==> src/shared/mdf_pkg.sv <==
// Constants for the receive filter, ring pointer and tally register bank.
// Assumes one 125 MHz clock and a byte-wide register port.
//
// Contract
// - Transmit length is 16 bits, split into low and high byte registers.
// - The full programmed length is passed on; long frames are never cut.
// - Ring pages are 256-byte aligned; first/last hold address bits 15..8.
// - If the next page equals the guard page, storing aborts.
// - Packet first page restores the store pointer after a receive error.
// - Live store address readable as two bytes, high byte bits 15..8.
// - Host transfer start: low register bits 7..0, high bits 15..8.
// - Host transfer steps address up and count down by two or one.
// - Host transfer count is 16 bits, low byte and high byte registers.
// - Current host transfer address readable as two bytes.
// - Destination compared with six station bytes, byte0 holds bits 7..0.
// - First destination bit marks a group address.
// - Top six hash bits latched as last destination bit enters.
// - Hash picks filter bit n in byte n/8 bit n mod 8.
// - Three byte tallies count errors and stop at 192.
// - Reading a tally clears it.
// - Alignment tally counts recognised frames with alignment error.
// - Checksum tally counts recognised frames with checksum error.
// - Missed tally counts recognised frames aborted at the guard page, or recognised ones when monitoring.
// - Group frames pass only via hash when group accept is on.
// - Unicast must match station unless accept-any-unicast is set.
// - An alignment error also counts as a checksum error.
package mdf_pkg;
   localparam int unsigned ADDR_W = 5;
   // Register offsets
   localparam logic [4:0] OFS_TX_LEN_LO = 5'h00;
   localparam logic [4:0] OFS_TX_LEN_HI = 5'h01;
   localparam logic [4:0] OFS_RING_FIRST = 5'h02;
   localparam logic [4:0] OFS_RING_LAST = 5'h03;
   localparam logic [4:0] OFS_RING_GUARD = 5'h04;
   localparam logic [4:0] OFS_PKT_FIRST = 5'h05;
   localparam logic [4:0] OFS_LDMA_LO = 5'h06;
   localparam logic [4:0] OFS_LDMA_HI = 5'h07;
   localparam logic [4:0] OFS_XSTART_LO = 5'h08;
   localparam logic [4:0] OFS_XSTART_HI = 5'h09;
   localparam logic [4:0] OFS_XCOUNT_LO = 5'h0A;
   localparam logic [4:0] OFS_XCOUNT_HI = 5'h0B;
   localparam logic [4:0] OFS_XADDR_LO = 5'h0C;
   localparam logic [4:0] OFS_XADDR_HI = 5'h0D;
   localparam logic [4:0] OFS_ALIGN_TALLY = 5'h0E;
   localparam logic [4:0] OFS_CRC_TALLY = 5'h0F;
   localparam logic [4:0] OFS_MISSED_TALLY = 5'h10;
   localparam logic [4:0] OFS_RX_CFG = 5'h11;
   localparam logic [4:0] OFS_STATION0 = 5'h12;
   localparam logic [4:0] OFS_HASH0 = 5'h18;
   // Receive configuration bits
   localparam int unsigned CFG_GROUP_BIT = 3;
   localparam int unsigned CFG_ANY_UNI_BIT = 4;
   localparam int unsigned CFG_MONITOR_BIT = 5;
   // Tally ceiling, checksum, destination length
   localparam logic [7:0] TALLY_MAX = 8'hC0;
   localparam logic [31:0] CRC_POLY = 32'h04C11DB7;
   localparam logic [31:0] CRC_INIT = 32'hFFFFFFFF;
   localparam logic [5:0] DA_LAST_BIT = 6'h2F;
   localparam logic [15:0] WORD_STEP = 16'h0002;
   localparam logic [15:0] BYTE_STEP = 16'h0001;
   localparam logic [7:0] PAGE_OFS_ZERO = 8'h00;
   localparam logic [7:0] PAGE_OFS_LAST = 8'hFF;
endpackage

==> src/logic/mdf_regs.sv <==
// Register bank with receive address filter, ring pointers, host transfer
// pointers and tally counters. Assumes all inputs synchronous to clk and
// receive strobes coming from the deserialiser and receive store engine.
`timescale 1ns/1ps
module mdf_regs (
   input wire logic clk,
   input wire logic arst_n,
   input wire logic [4:0] reg_addr,
   input wire logic [7:0] wr_data,
   input wire logic wr_en,
   input wire logic rd_en,
   output logic [7:0] rd_data,
   input wire logic rx_start,
   input wire logic rx_bit_valid,
   input wire logic rx_bit,
   input wire logic rx_byte_stored,
   input wire logic rx_end,
   input wire logic rx_crc_err,
   input wire logic rx_align_err,
   input wire logic xfer_step,
   input wire logic xfer_word,
   output logic [15:0] tx_length,
   output logic [15:0] local_dma_addr,
   output logic [15:0] xfer_addr,
   output logic xfer_active,
   output logic rx_addr_match,
   output logic rx_overflow
);

   typedef struct packed {
      logic [7:0] tx_lo;
      logic [7:0] tx_hi;
      logic [15:0] tx_len;
      logic [7:0] first;
      logic [7:0] last;
      logic [7:0] guard;
      logic [7:0] rx_packet_first_page;
      logic [15:0] laddr;
      logic [15:0] xstart;
      logic [15:0] xcount;
      logic [15:0] xaddr;
      logic [47:0] station;
      logic [63:0] hash;
      logic [7:0] align_t;
      logic [7:0] crc_t;
      logic [7:0] miss_t;
      logic [7:0] cfg;
      logic [31:0] crc;
      logic [47:0] da;
      logic [5:0] bitcnt;
      logic in_frame;
      logic da_done;
      logic pass;
      logic overflow;
      logic active;
      logic [7:0] rdata;
   } mdf_state_type;

   mdf_state_type s_reg;
   mdf_state_type s_next;

   ////////////////////////////////////////////////////////////////////////
   // Helpers

   // Page following pg, wrapping at the ring end
   function automatic logic [7:0] next_page(input logic [7:0] pg,
         input logic [7:0] first, input logic [7:0] last);
      logic [7:0] np;
      np = pg + 8'h01;
      next_page = (np == last) ? first : np;
   endfunction

   // Saturating tally increment
   function automatic logic [7:0] sat_inc(input logic [7:0] v);
      sat_inc = (v >= mdf_pkg::TALLY_MAX) ? mdf_pkg::TALLY_MAX
                                          : v + 8'h01;
   endfunction

   logic [4:0] woff;
   logic [4:0] roff;
   logic [31:0] crc_nx;
   logic [47:0] da_full;
   logic [5:0] hidx;
   logic [7:0] np;
   logic [15:0] step;
   logic store_ok;
   logic bad;

   ////////////////////////////////////////////////////////////////////////
   // Next-state logic

   always_comb begin
      s_next = s_reg;
      woff = reg_addr - mdf_pkg::OFS_STATION0;
      roff = reg_addr - mdf_pkg::OFS_HASH0;
      crc_nx = {s_reg.crc[30:0], 1'b0};
      da_full = s_reg.da;
      hidx = 6'h00;
      np = 8'h00;
      step = xfer_word ? mdf_pkg::WORD_STEP : mdf_pkg::BYTE_STEP;
      store_ok = s_reg.pass && !s_reg.overflow
                 && !s_reg.cfg[mdf_pkg::CFG_MONITOR_BIT];
      bad = rx_crc_err || rx_align_err || !store_ok;
      s_next.rdata = 8'h00;

      // Read path; write-only registers read as zero
      if (rd_en) begin
         case (reg_addr)
            mdf_pkg::OFS_RING_FIRST: s_next.rdata = s_reg.first;
            mdf_pkg::OFS_RING_LAST: s_next.rdata = s_reg.last;
            mdf_pkg::OFS_RING_GUARD: s_next.rdata = s_reg.guard;
            mdf_pkg::OFS_PKT_FIRST: s_next.rdata = s_reg.rx_packet_first_page;
            mdf_pkg::OFS_LDMA_LO: s_next.rdata = s_reg.laddr[7:0];
            mdf_pkg::OFS_LDMA_HI: s_next.rdata = s_reg.laddr[15:8];
            mdf_pkg::OFS_XADDR_LO: s_next.rdata = s_reg.xaddr[7:0];
            mdf_pkg::OFS_XADDR_HI: s_next.rdata = s_reg.xaddr[15:8];
            mdf_pkg::OFS_ALIGN_TALLY: s_next.rdata = s_reg.align_t;
            mdf_pkg::OFS_CRC_TALLY: s_next.rdata = s_reg.crc_t;
            mdf_pkg::OFS_MISSED_TALLY: s_next.rdata = s_reg.miss_t;
            mdf_pkg::OFS_RX_CFG: s_next.rdata = s_reg.cfg;
            default: begin
               if (reg_addr >= mdf_pkg::OFS_HASH0) begin
                  s_next.rdata = s_reg.hash[{roff[2:0], 3'b000} +: 8];
               end else if (reg_addr >= mdf_pkg::OFS_STATION0) begin
                  s_next.rdata = s_reg.station[{woff[2:0], 3'b000} +: 8];
               end
            end
         endcase
         // Clear on read; an increment this cycle still lands below
         if (reg_addr == mdf_pkg::OFS_ALIGN_TALLY) begin
            s_next.align_t = 8'h00;
         end
         if (reg_addr == mdf_pkg::OFS_CRC_TALLY) begin
            s_next.crc_t = 8'h00;
         end
         if (reg_addr == mdf_pkg::OFS_MISSED_TALLY) begin
            s_next.miss_t = 8'h00;
         end
      end

      // Host transfer stepping; count never wraps below zero
      if (xfer_step && s_reg.xcount != 16'h0000) begin
         s_next.xaddr = s_reg.xaddr + step;
         s_next.xcount = (s_reg.xcount < step) ? 16'h0000
                         : s_reg.xcount - step;
      end

      // Frame reception: destination shift, hash, filter, store pointer
      if (rx_start) begin
         s_next.in_frame = 1'b1;
         s_next.bitcnt = 6'h00;
         s_next.crc = mdf_pkg::CRC_INIT;
         s_next.da_done = 1'b0;
         s_next.pass = 1'b0;
         s_next.overflow = 1'b0;
         s_next.laddr = {s_reg.rx_packet_first_page, mdf_pkg::PAGE_OFS_ZERO};
      end else if (s_reg.in_frame) begin
         if (rx_bit_valid && !s_reg.da_done) begin
            // Every destination goes through the checksum generator
            if (s_reg.crc[31] ^ rx_bit) begin
               crc_nx = crc_nx ^ mdf_pkg::CRC_POLY;
            end
            s_next.crc = crc_nx;
            da_full[s_reg.bitcnt] = rx_bit;
            s_next.da = da_full;
            s_next.bitcnt = s_reg.bitcnt + 6'h01;
            if (s_reg.bitcnt == mdf_pkg::DA_LAST_BIT) begin
               s_next.da_done = 1'b1;
               hidx = crc_nx[31:26];
               if (da_full[0]) begin
                  // Group frames rejected unless group accept is on
                  s_next.pass = s_reg.cfg[mdf_pkg::CFG_GROUP_BIT]
                                && s_reg.hash[hidx];
               end else begin
                  s_next.pass = s_reg.cfg[mdf_pkg::CFG_ANY_UNI_BIT]
                     || (da_full == s_reg.station);
               end
            end
         end
         // Store pointer; crossing into the guard page aborts storing
         if (rx_byte_stored && store_ok) begin
            if (s_reg.laddr[7:0] == mdf_pkg::PAGE_OFS_LAST) begin
               np = next_page(s_reg.laddr[15:8], s_reg.first, s_reg.last);
               if (np == s_reg.guard) begin
                  s_next.overflow = 1'b1;
               end else begin
                  s_next.laddr = {np, mdf_pkg::PAGE_OFS_ZERO};
               end
            end else begin
               s_next.laddr = s_reg.laddr + 16'h0001;
            end
         end
         if (rx_end) begin
            s_next.in_frame = 1'b0;
            if (s_reg.pass) begin
               if (rx_align_err) begin
                  s_next.align_t = sat_inc(s_next.align_t);
               end
               // Alignment errors always carry a checksum error too
               if (rx_crc_err || rx_align_err) begin
                  s_next.crc_t = sat_inc(s_next.crc_t);
               end
               if (s_reg.overflow || s_reg.cfg[mdf_pkg::CFG_MONITOR_BIT]) begin
                  s_next.miss_t = sat_inc(s_next.miss_t);
               end
            end
            if (bad) begin
               // Drop the frame: rewind to its first page
               s_next.laddr = {s_reg.rx_packet_first_page, mdf_pkg::PAGE_OFS_ZERO};
            end else begin
               np = (s_reg.laddr[7:0] == mdf_pkg::PAGE_OFS_ZERO)
                    ? s_reg.laddr[15:8]
                    : next_page(s_reg.laddr[15:8], s_reg.first, s_reg.last);
               s_next.rx_packet_first_page = np;
               s_next.laddr = {np, mdf_pkg::PAGE_OFS_ZERO};
            end
         end
      end

      // Write path; last so software wins over pointer updates
      if (wr_en) begin
         case (reg_addr)
            mdf_pkg::OFS_TX_LEN_LO: s_next.tx_lo = wr_data;
            mdf_pkg::OFS_TX_LEN_HI: s_next.tx_hi = wr_data;
            mdf_pkg::OFS_RING_FIRST: s_next.first = wr_data;
            mdf_pkg::OFS_RING_LAST: s_next.last = wr_data;
            mdf_pkg::OFS_RING_GUARD: s_next.guard = wr_data;
            mdf_pkg::OFS_PKT_FIRST: s_next.rx_packet_first_page = wr_data;
            mdf_pkg::OFS_XSTART_LO: s_next.xstart[7:0] = wr_data;
            mdf_pkg::OFS_XSTART_HI: s_next.xstart[15:8] = wr_data;
            mdf_pkg::OFS_XCOUNT_LO: s_next.xcount[7:0] = wr_data;
            mdf_pkg::OFS_XCOUNT_HI: s_next.xcount[15:8] = wr_data;
            mdf_pkg::OFS_RX_CFG: s_next.cfg = wr_data;
            default: begin
               if (reg_addr >= mdf_pkg::OFS_HASH0) begin
                  s_next.hash[{roff[2:0], 3'b000} +: 8] = wr_data;
               end else if (reg_addr >= mdf_pkg::OFS_STATION0) begin
                  s_next.station[{woff[2:0], 3'b000} +: 8] = wr_data;
               end
            end
         endcase
         // A new start address also reloads the running address
         if (reg_addr == mdf_pkg::OFS_XSTART_LO
               || reg_addr == mdf_pkg::OFS_XSTART_HI) begin
            s_next.xaddr = s_next.xstart;
         end
      end
      // Full 16-bit length handed on untouched, however long
      s_next.tx_len = {s_next.tx_hi, s_next.tx_lo};
      // Busy flag registered so the output leaves a flip-flop directly
      s_next.active = (s_next.xcount != 16'h0000);
   end

   ////////////////////////////////////////////////////////////////////////
   // State register

   always_ff @(posedge clk or negedge arst_n) begin
      if (!arst_n) begin
         s_reg <= '0;
      end else begin
         s_reg <= s_next;
      end
   end

   // Outputs are fields of the state register
   assign rd_data = s_reg.rdata;
   assign tx_length = s_reg.tx_len;
   assign local_dma_addr = s_reg.laddr;
   assign xfer_addr = s_reg.xaddr;
   assign xfer_active = s_reg.active;
   assign rx_addr_match = s_reg.pass;
   assign rx_overflow = s_reg.overflow;
endmodule

==> config.mk <==
export PLATFORM = sky130hd
export DESIGN_NAME = mdf_regs
export DESIGN_NICKNAME = d
export VERILOG_FILES = /design/src/shared/mdf_pkg.sv /design/src/logic/mdf_regs.sv
export SDC_FILE = /design/constraint.sdc
export NUM_CORES = 1
export LEC_CHECK = 0
export BUFFER_PORTS_ARGS = -buffer_cell sky130_fd_sc_hd__buf_2
export CELL_PAD_IN_SITES_DETAIL_PLACEMENT = 0
export CELL_PAD_IN_SITES_GLOBAL_PLACEMENT = 1
export CORE_UTILIZATION = 40
export CTS_BUF_LIST = sky130_fd_sc_hd__clkbuf_4 sky130_fd_sc_hd__clkbuf_8
export DETAILED_ROUTE_END_ITERATION = 10
export GPL_ROUTABILITY_DRIVEN = 1
export PLACE_DENSITY_LB_ADDON = 0.1
export SYNTH_ARGS = -nofsm -noshare
export SYNTH_HDL_FRONTEND = slang
export SYNTH_SLANG_ARGS = --single-unit
==> constraint.sdc <==
create_clock -name clk -period 3.31 [get_ports clk]
set_input_delay 0.4965 -clock clk [delete_from_list [all_inputs] [get_ports clk]]
set_output_delay 0.4965 -clock clk [all_outputs]
set_load 0.05 [all_outputs]
Word-level counts from Yosys, hierarchy flattened. Index checks and enable logic that the tools add are counted.

Add/sub/neg operators: 12. Magnitude comparators: 9. Equality and inequality tests: 23. Shift-type cells: 6. Multiplexer cells: 69. Bitwise logic cells: 5. Reduce and logical (&&, ||, !) cells: 39.

Operators with widths (count): 8-bit 2-to-1 mux (24); 24-bit 2-to-1 mux (7); 32-bit 2-to-1 mux (5); 144-bit 2-to-1 mux (1); 16-bit 2-to-1 mux (8); 112-bit 2-to-1 mux (1); 48-bit bitwise mux (2); 48-bit 2-to-1 mux (2); 8-bit one-hot mux with 12 select lines (1); 90-bit 2-to-1 mux (1); 86-bit 2-to-1 mux (1); 64-bit bitwise mux (1); 64-bit 2-to-1 mux (1); 8-bit by 8-bit variable shift with 64-bit output, first input constant (1); 64-bit by 7-bit indexed part select with 8-bit output (1); 8-bit by 8-bit indexed part select with 64-bit output (1); 48-bit equality test (1); 8-bit by 8-bit variable shift with 48-bit output, first input constant (1); 48-bit by 7-bit indexed part select with 8-bit output (1); 8-bit by 8-bit indexed part select with 48-bit output (1); 5-bit by 4-bit equality test with 1-bit output, second input constant (8); 8-bit by 1-bit adder with 8-bit output, second input constant (4); 16-bit nonzero test (2); 27-bit 2-to-1 mux (1); 39 further kinds (86).

Register bits after elaboration: 371. Bits of input ports: 26. Logic and storage cells: 189.

Logic depth before layout (Yosys ltp). Gate-level depths: netlist of run 1.

Word-level depth: 13. Depth in mapped cells: 14. Gate-level depth less buffers: 12.

Least setup slack after synthesis of run 1. OpenSTA, ideal clock, no wires.

Kind: register to register. Start point: register s_reg, in the netlist local_dma_addr[9]. End point: register s_reg, in the netlist local_dma_addr[11]. Setup time: 0.125 ns. Arrival time: 3.372 ns. Path slack: -0.186 ns. Stages on the path, launching flop included: 12. Path through: dfrtp_1 -> ha_1 -> xor3_1 -> nor3_2 -> and3_2 -> buf_6 -> nand3_4 -> nor4_1 -> o22ai_1 -> or4_4 -> a221oi_4 -> mux2_2.

Longest elaborated chain between the ends: 9.

RTL lines: start, declared (line mdf_regs.sv:59) `mdf_state_type s_reg;`; start signal, assigned (line mdf_regs.sv:261) `s_reg <= s_next;`; 8-bit by 1-bit adder with 8-bit output (line mdf_regs.sv:69) `np = pg + 8'h01;`; 8-bit equality test (line mdf_regs.sv:70) `next_page = (np == last) ? first : np;`; 8-bit 2-to-1 mux (line mdf_regs.sv:70); 16-bit 2-to-1 mux (line mdf_regs.sv:184) `if (np == s_reg.guard) begin`; 16-bit 2-to-1 mux (line mdf_regs.sv:182) `if (s_reg.laddr[7:0] == mdf_pkg::PAGE_OFS_LAST) begin`; 16-bit 2-to-1 mux (line mdf_regs.sv:181) `if (rx_byte_stored && store_ok) begin`; 24-bit 2-to-1 mux (line mdf_regs.sv:193) `if (rx_end) begin`; 24-bit 2-to-1 mux (line mdf_regs.sv:157) `end else if (s_reg.in_frame) begin`; 16-bit 2-to-1 mux (line mdf_regs.sv:149) `if (rx_start) begin`.

Several ways; a longest one is shown, not always the timed one. The select of a mux whose other input is x is not followed. A chain may end at the register's enable or synchronous reset.

Final worst setup path of run 1.
Start point: register s_reg, in the netlist local_dma_addr[8]. End point: register s_reg, in the netlist local_dma_addr[9].

Same word-level chain as after synthesis.

==> impl_results.md, run 1 <==
- CTS Sinks: 355
- Leakage: 10.8 nW
- Post-synth ARST share: 1.00
- Outcome: complete, but fails checks
- Synth cell types: 86
- Worst Path Max Fanout: 7
- DIE HEIGHT: 229 µm
- GR Overflow Total: 0
- Final worst-path cycle share: 1.03
- Number of synthesized flops with an enable pin: 0
- Filler cell count: 4965
- Number of flip-flops under the largest register name: 297
- Main flop type after synthesis: dfrtp_1
- Share of cells above drive strength 1: 0.253
- Drt drc: 0
- Syn nets: 2207
- Clock skew: 0.0347 ns
- Fmax achieved: 293 MHz
- Setup crit end kind: flop
- Input/output buffers: 84
- Largest net degree at the start of global routing: 96
- Die Width: 229 µm
- Synth area leaders: dfrtp_1, nand2_1, mux2_2
- H-tree Lvls: 3
- Final antenna-violating net count: 0
- Yosys warns: 0
- #FFs+latches synth: 355
- Worst Path Arrival: 3.93 ns
- Drt initial violations: 1153
- Most frequent cell after synthesis: nand2_1
- VDD IR max: 0.000442 V
- Slew margin rel.: 0.423
- Tmin final: 3.41 ns
- Worst slack, placed: -0.264 ns
- Clock transition at path regs: 0.05 ns
- WL/cell: 22.7 µm
- First drt pass iteration count: 6
- Final hold vios: 0
- Via Count: 16801
- Power Dens Cells: 577 nW/µm²
- Avg Inst Size Synth: 9.59 µm²
- Post-synth top area cell: dfrtp_1
- Routed WL: 68000 µm
- CP cell instances: ha_4 > and3_4 > xnor3_1 > and3_4 > buf_6 > a311o_1 > o211ai_1 > nand3_2 > or4_4 > a221oi_4 > buf_6 > mux2_2
- Starting Density: 0.408
- Synth top area share: 0.430
- RSZ-0062 raised after global routing: true
- CTS root buffer: clkbuf_8
- Final #Nets: 2326
- TritonCTS Buffers: 69
- Reg area: 8890 µm²
- Most frequent cells after synthesis: nand2_1, dfrtp_1, o21ai_0
- MaxCap Viol Count: 0
- Failing checks: setup timing
- Global-route wire length before repair: 104000 µm
- Initial antenna violation count: 2
- Final setup fails: 7
- Final Power: 13.7 mW
- Tightest Hold Check Type: in -> reg
- TNS Setup: -0.473 ns
- Core area: 50600 µm²
- Clk_lat worst skew: 0.65 ns
- Num rows: 82
- Crit-path slowest cell: or4_4
- I/O pin cnt: 85
- Number of global-route vias before repair: 16691
- Longest Clk Path Bufs: 3
- Worst EP required: 3.83 ns
- Worst Max-Slew Pin Slew: 0.865 ns
- Synth Instances: 2154
- Worst Setup Slack, final: -0.0987 ns
- FF-to-FF setup slack: -0.1 ns
- Slew Limit Fails: 0
- Die footprint: 52600 µm²
- Sequential area share after synthesis: 0.430
- CTS tree: built
- Setup crit start kind: flop
- Worst path max stage delay: 0.58 ns
- Area delta synth->final: 15.4%
- Synthesized area: 20700 µm²
- Area occupied by multi-input gates: 10800 µm²
- GRT Overall Usage: 0.262
- Post-DP HPWL: 48800 µm
- Setup CP Type: reg -> reg
- Vias per cell: 5.60
- GPL Wtd Cong: 0.896
[layout make-up]
cell class | count | area share
repair buffers | 246 | 0.0731
diodes | 2 | 0.000210
inverters | 42 | 0.00662
multi-input cells | 1559 | 0.452
clock inverters | 5 | 0.00152
well taps | 672 | 0.0353
flip-flops and latches | 355 | 0.373
clock buffers | 117 | 0.0586
[cell families after synthesis]
kind of cell	synth area share
adders and majority gates	0.0171
buffers and inverters	0.0583
and+or+nand+nor	0.174
muxes	0.150
xor gates and xnor gates	0.0529
AOI/OAI and AO/OA	0.118
DFF	0.430
[worst paths after layout]
kind / startpoint / endpoint / cells after the start
worst max register to register: local_dma_addr[8] / local_dma_addr[9] / 12
worst max-delay path: local_dma_addr[8] / local_dma_addr[9] / 12
max in group asynchronous: arst_n / s_reg[45] / 3
worst min register to register: s_reg[290] / s_reg[290] / 2
worst min-delay path: rd_en / s_reg[130] / 2
min in group asynchronous: arst_n / rx_overflow / 2
[where the power goes]
| group | switching [mW] | internal, mW |
|---|---|---|
| Combinational | 2.09 | 1.45 |
| Sequential | 0.724 | 4.90 |
| Clock | 1.95 | 2.64 |
[worst max-delay path, delay by kind of cell (launching register included)]
| kind | cells | cell delay, ns |
|---|---|---|
| simple gates | 4 | 1.11 |
| xor+xnor | 1 | 0.24 |
| flops | 1 | 0.45 |
| mux | 1 | 0.32 |
| buf+inv | 2 | 0.28 |
| fa+ha+maj | 1 | 0.18 |
| compound gates | 3 | 0.69 |
[per-stage QoR]
step | std cells | hold slack [ns] | cell area, µm² | util
5_1_grt | 2996 | 0.173 | 23800 | 0.471
4_1_cts | 2989 | 0.162 | 23700 | 0.468
6_report | 2998 | 0.219 | 23800 | 0.471
3_3_place_gp | 2853 | 0.459 | 22000 | 0.436
3_5_place_dp | 2853 | 0.463 | 22000 | 0.436
2_1_floorplan | 2154 | 0.201 | 20700 | -
[layout by cell type (no fill, tap or decap), types with 12 or more instances in the layout]
cell	count
buf_2	83
dfrtp_1	350
a21oi_1	50
nand4_1	20
nor2_1	93
inv_1	39
xnor2_1	83
mux2_2	124
nand3_1	68
nor4_1	23
nand2_1	427
mux4_2	41
nand2b_1	13
a22oi_1	25
o211ai_1	19
o21ai_0	168
and3_1	27
clkbuf_4	34
clkbuf_8	83
buf_4	149
ha_1	24
nor3_1	26
nor3b_1	12
a31oi_1	13
o22ai_1	15
xor2_1	28
nor2b_1	13
mux2i_1	74
[what timing repair did]
item / 4_1_cts / 5_1_grt
resized for setup: 26 / 15
endpoints found under the setup margin: 16 / 17
gates cloned: 0 / 0
pin swaps: 13 / 11
setup buffers: 13 / 7
hold buffers: 1 / 0
endpoints found under the hold margin: 61 / 0
[per-layer routing]
metal  vias up  GRT usage  wire length [µm]
met4         2     0.0767              1720
met3       122     0.0479              3850
met5         -          0                15
met1      8346      0.364             31200
met2       508      0.416             31200
li1       7823          -                 -
No activity file was read; power rests on OpenSTA's default activity.
==> run 2: changes to the inputs <==
PLACE_DENSITY = 0.68   (was not set)
PLACE_DENSITY_LB_ADDON = not set   (was 0.1)
==> impl_results.md, run 2 (synthesis results as in run 1) <==
- Number of global-route vias before repair: 16487
- Clk_lat worst skew: 0.66 ns
- Starting Density: 0.408
- GR Overflow Total: 0
- TritonCTS Buffers: 70
- CP startpoint: local_dma_addr[9]
- Worst EP required: 3.85 ns
- Hold_sp: rd_en
- Final setup fails: 16
- Clock skew: 0.0295 ns
- Initial antenna violation count: 3
- Input/output buffers: 84
- Crit-path slowest cell: or4_4
- Num rows: 82
- CTS root buffer: clkbuf_8
- Failing checks: setup timing
- Reg area: 8890 µm²
- Worst reg2reg path depth: 12
- Via Count: 16708
- GRT Overall Usage: 0.257
- Final #Nets: 2307
- Final antenna-violating net count: 0
- Combinational Power Share: 0.250
- Fin Hold WS: 0.190 ns
- Setup crit end kind: flop
- Setup crit start kind: flop
- Worst path depth: 12
- Global-route wire length before repair: 103000 µm
- CP bufs+invs: 2
- CTS tree: built
- Worst Setup Slack, final: -0.171 ns
- Post-DP Area: 22000 µm²
- Worst path max stage delay: 0.54 ns
- Drt drc: 0
- DIE HEIGHT: 229 µm
- Final worst-path cycle share: 1.05
- Worst R2R Start: local_dma_addr[9]
- Core area: 50600 µm²
- Tightest Hold Check Type: in -> reg
- Longest Clk Path Bufs: 3
- Worst Path Max Fanout: 5
- GPL Wtd Cong: 0.921
- Vias per cell: 5.61
- Slew margin rel.: 0.434
- Slew Limit Fails: 0
- Worst Path Arrival: 4.02 ns
- Internal power: 9.00 mW
- I/O pin cnt: 85
- Final hold vios: 0
- Area delta synth->final: 14.7%
- Die Width: 229 µm
- Fmax achieved: 287 MHz
- Die footprint: 52600 µm²
- Tmin final: 3.48 ns
- Worst slack, placed: -0.128 ns
- CP cell instances: ha_4 > nand3_1 > buf_4 > xnor2_2 > xnor2_1 > nand2_1 > a2111oi_1 > o22ai_1 > or4_4 > a221oi_4 > clkbuf_16 > mux2_4
- Crit path max-delay family: compound AO/OA/AOI/OAI gates
- Number of flip-flops under the largest register name: 297
- WL/cell: 22.4 µm
- Filler cell count: 4871
- Power Dens Cells: 582 nW/µm²
- Post-route cell area: 23700 µm²
- Worst Max-Slew Pin Slew: 0.849 ns
- Sw power: 4.80 mW
- VDD IR max: 0.000501 V
- Routed WL: 66800 µm
- Largest net degree at the start of global routing: 96
- Most frequent cells in the layout: nand2_1, dfrtp_1, o21ai_0
- RSZ-0062 raised after global routing: true
- Hold Path Stages: 2
- Drt initial violations: 1490
- MaxCap Viol Count: 0
- Area occupied by multi-input gates: 10700 µm²
- First drt pass iteration count: 5
- TNS Setup: -1.47 ns
- Reg power frac: 0.409
- Post-DP HPWL: 47600 µm
- Clock transition at path regs: 0.06 ns
- H-tree Lvls: 3
- Setup CP Type: reg -> reg
- Outcome: complete, but fails checks
- CTS Sinks: 355
- Clock power share: 0.342
- Leading cell type in the layout, fill and taps excluded: nand2_1
- Share of cells above drive strength 1: 0.245
- Switching Share: 0.348
- Leakage: 10.8 nW
==> run 2: through the flow <==
stage          total power [mW]  std cells   util
6_report                   13.8       2979  0.469
3_3_place_gp               8.94       2842  0.435
2_1_floorplan              7.91       2154      -
4_1_cts                    13.8       2969  0.465
5_1_grt                    14.4       2978  0.469
3_5_place_dp               8.99       2842  0.435
==> run 2: final timing paths <==
check,end,slack (ns)
worst max-delay path,local_dma_addr[13],-0.17
worst min-delay path,s_reg[130],0.19
worst max register to register,local_dma_addr[13],-0.17
worst min register to register,s_reg[290],0.47
max in group asynchronous,s_reg[336],2.01
min in group asynchronous,local_dma_addr[2],0.40
==> run 2: repair_timing <==
item | CTS | global route
pin swaps | 1 | 18
setup endpoints to repair | 13 | 17
setup buffers | 2 | 8
resized for setup | 4 | 28
hold buffers | 1 | 0
endpoints found under the hold margin | 55 | 0
cloned | 0 | 1
==> run 2: area by class of cell <==
| cell class | instances | share of cell area |
|---|---|---|
| multi-input cells | 1559 | 0.452 |
| well taps | 672 | 0.0355 |
| diodes | 1 | 0.000106 |
| clock inverters | 11 | 0.00348 |
| flip-flops and latches | 355 | 0.375 |
| clock buffers | 113 | 0.0593 |
| repair buffers | 226 | 0.0676 |
| inverters | 42 | 0.00665 |
==> run 2: power by group through the flow <==
stage | Clock, mW | Sequential (mW) | Combinational [mW]
global placement | 0 | 5.65 | 3.29
CTS | 4.83 | 5.60 | 3.35
global route | 5.02 | 5.69 | 3.74
finish | 4.71 | 5.64 | 3.44
floorplan | 0 | 5.33 | 2.58
detailed placement | 0 | 5.67 | 3.32
==> run 2: metal layers <==
metal  track usage  wire length, µm  vias up
met5             0               35        -
met4        0.0792             1670        4
met3        0.0549             4380      121
met2         0.401            30800      543
met1         0.356            30000     8263
li1              -                -     7777
==> run 3: changes to the inputs <==
ABC_AREA = 1   (was not set)
CORE_UTILIZATION = 43   (was 40)
PLACE_DENSITY = 0.76   (was 0.68)
==> impl_results.md, run 3 <==
- Worst hold endpoint: s_reg[12]
- Clock transition at path regs: 0.06 ns
- Drt initial violations: 2006
- Inst Count DP: 3408
- Post-route non-filler standard cell count: 3522
- Hold_sp: rx_end
- Post-synth top area cell: dfrtp_1
- Number of global-route vias before repair: 18714
- Routed WL: 71800 µm
- Input/output buffers: 84
- H-tree Lvls: 3
- Leakage: 10.6 nW
- MaxCap Viol Count: 0
- Post-route cell area: 23200 µm²
- CTS root buffer: clkbuf_8
- Tightest Hold Check Type: in -> reg
- Worst EP required: 3.87 ns
- Number of flip-flops under the largest register name: 297
- #FFs+latches synth: 355
- Post-synth ARST share: 1.00
- Filler cell count: 4798
- Synth top area share: 0.427
- Die footprint: 49300 µm²
- Tmin final: 2.97 ns
- Worst Path Max Fanout: 17
- Initial antenna violation count: 6
- Layout Utilization: 0.487
- Post-DP Area: 21800 µm²
- Slew margin rel.: 0.517
- Synth area leaders: dfrtp_1, nand2_1, o21ai_0
- Via Count: 19659
- Final setup fails: 0
- CTS Sinks: 355
- Worst Max-Slew Pin Slew: 0.716 ns
- Leading cell type in the layout, fill and taps excluded: nand2_1
- Crit-path slowest cell: dfrtp_1
- Worst Path Arrival: 3.53 ns
- Synth cell types: 57
- Core area: 47700 µm²
- FF-to-FF setup slack: 0.34 ns
- Worst slack, placed: 0.189 ns
- Final #Nets: 2915
- Top cell by count, worst path: nand2_1
- VDD IR max: 0.000506 V
- Number of synthesized flops with an enable pin: 0
- CTS tree: built
- Final worst-path cycle share: 0.896
- Num rows: 80
- Die Width: 222 µm
- Power Dens Cells: 595 nW/µm²
- Vias per cell: 5.58
- TritonCTS Buffers: 66
- Slew Limit Fails: 0
- R2R Path End: local_dma_addr[13]
- I/O pin cnt: 85
- CP startpoint: local_dma_addr[12]
- Most frequent cells in the layout: nand2_1, dfrtp_1, o21ai_0
- Avg Inst Size Synth: 7.46 µm²
- Setup crit end kind: flop
- CP cell instances: inv_1 > nand2_1 > nand3_1 > nand2_1 > nor2_1 > nand2_1 > nor2_1 > nand3_1 > nand2_1 > nand2_1 > nand2_1 > nand2_1 > nor2_2 > nand4_4 > nand3_4 > nand2_1 > nand2_1
- Synth Instances: 2789
- Worst path max stage delay: 0.50 ns
- Drt drc: 0
- Fmax achieved: 337 MHz
- Main flop type after synthesis: dfrtp_1
- Sequential area share after synthesis: 0.427
- Starting Density: 0.436
- Final hold vios: 0
- Worst reg2reg path depth: 17
- Area delta synth->final: 11.7%
- Clock skew: 0.0319 ns
- First drt pass iteration count: 5
- Most frequent cell after synthesis: nand2_1
- GRT Overall Usage: 0.292
- GPL Wtd Cong: 0.969
- Setup crit start kind: flop
- Worst R2R Start: local_dma_addr[12]
- Synthesized area: 20800 µm²
- Post-DP HPWL: 52200 µm
- TNS Setup: 0 ns
- Hold Path Stages: 2
- Longest Clk Path Bufs: 3
- RSZ-0062 raised after global routing: false
- Largest net degree at the start of global routing: 105
- Most frequent cells after synthesis: nand2_1, dfrtp_1, o21ai_0
- Setup CP Type: reg -> reg
- Global-route wire length before repair: 110000 µm
- Clk_lat worst skew: 0.66 ns
- Final antenna-violating net count: 0
- Yosys warns: 0
- CTS resizes: 0
- GR Overflow Total: 0
- Syn nets: 2842
- Outcome: completed
- WL/cell: 20.4 µm
- Share of cells above drive strength 1: 0.116
- Worst Setup Slack, final: 0.343 ns
- DIE HEIGHT: 222 µm
==> run 3: changes by cell type after synthesis, sizes merged, moves of 74 or more <==
cell,before,now
a21oi,51,136
inv,39,307
mux2,128,11
nand2,427,686
nand3,74,173
nor2,95,204
o21ai,171,330
xnor2,85,11
==> run 3: cell families (layout without fill, tap and decap cells) <==
family,after synthesis,in the layout,synth area share
AO/OA/AOI/OAI,616,616,0.165
XOR/XNOR,77,77,0.0324
adder cells (fa/ha/maj),27,27,0.0170
buffers and inverters,476,592,0.0971
flip-flops,355,355,0.427
multiplexers,13,13,0.00692
other,0,2,0
AND/OR/NAND/NOR,1225,1225,0.255
==> run 3: critical path, delay by kind of cell, from the launching register on <==
kind / cells / cell delay [ns]
buf+inv: 1 / 0.27
flops: 1 / 0.50
simple gates: 16 / 2.11
==> run 3: how the worst max path moves through the flow <==
stage | end | depth (start not counted)
2_1_floorplan | s_reg[129] | 20
3_3_place_gp | s_reg[155] | 11
3_5_place_dp | s_reg[121] | 15
4_1_cts | local_dma_addr[13] | 17
5_1_grt | local_dma_addr[15] | 16
6_report | local_dma_addr[13] | 17
==> run 3: layout make-up <==
type / count / area, µm² / share of cell area
Multi-Input combinational cell: 1958 / 9900 / 0.426
Sequential cell: 355 / 8880 / 0.382
Clock buffer: 101 / 1280 / 0.0549
Inverter: 316 / 1190 / 0.0510
Timing Repair Buffer: 165 / 1120 / 0.0480
Tap cell: 615 / 769 / 0.0331
Clock inverter: 10 / 109 / 0.00468
Antenna cell: 2 / 5.00 / 0.000215
==> run 3: metrics by stage <==
step	power [mW]	hold slack (ns)
final	13.8	0.134
after global routing	14.6	0.0958
after CTS	13.9	0.0642
after detailed placement	9.35	0.469
after global placement	9.30	0.461
after floorplan	8.26	0.201
==> run 3: repair_timing <==
action	4_1_cts	5_1_grt
setup buffers	0	0
endpoints found under the hold margin	62	0
hold buffers	1	0
setup endpoints to repair	0	0
==> run 3: layer usage <==
layer  GRT usage  vias to the layer above  wire (µm)
met5           0                        -         25
met2       0.456                      709      32500
met1       0.407                     9416      32200
met3      0.0493                      150       4810
li1            -                     9380          -
met4       0.106                        4       2270
==> run 3: where the power goes <==
part | leakage, nW | internal (mW) | switching (mW)
Clock | 0.734 | 2.55 | 1.95
Sequential | 4.52 | 4.97 | 0.678
Combinational | 5.38 | 1.10 | 2.58
Total | 10.6 | 8.62 | 5.21
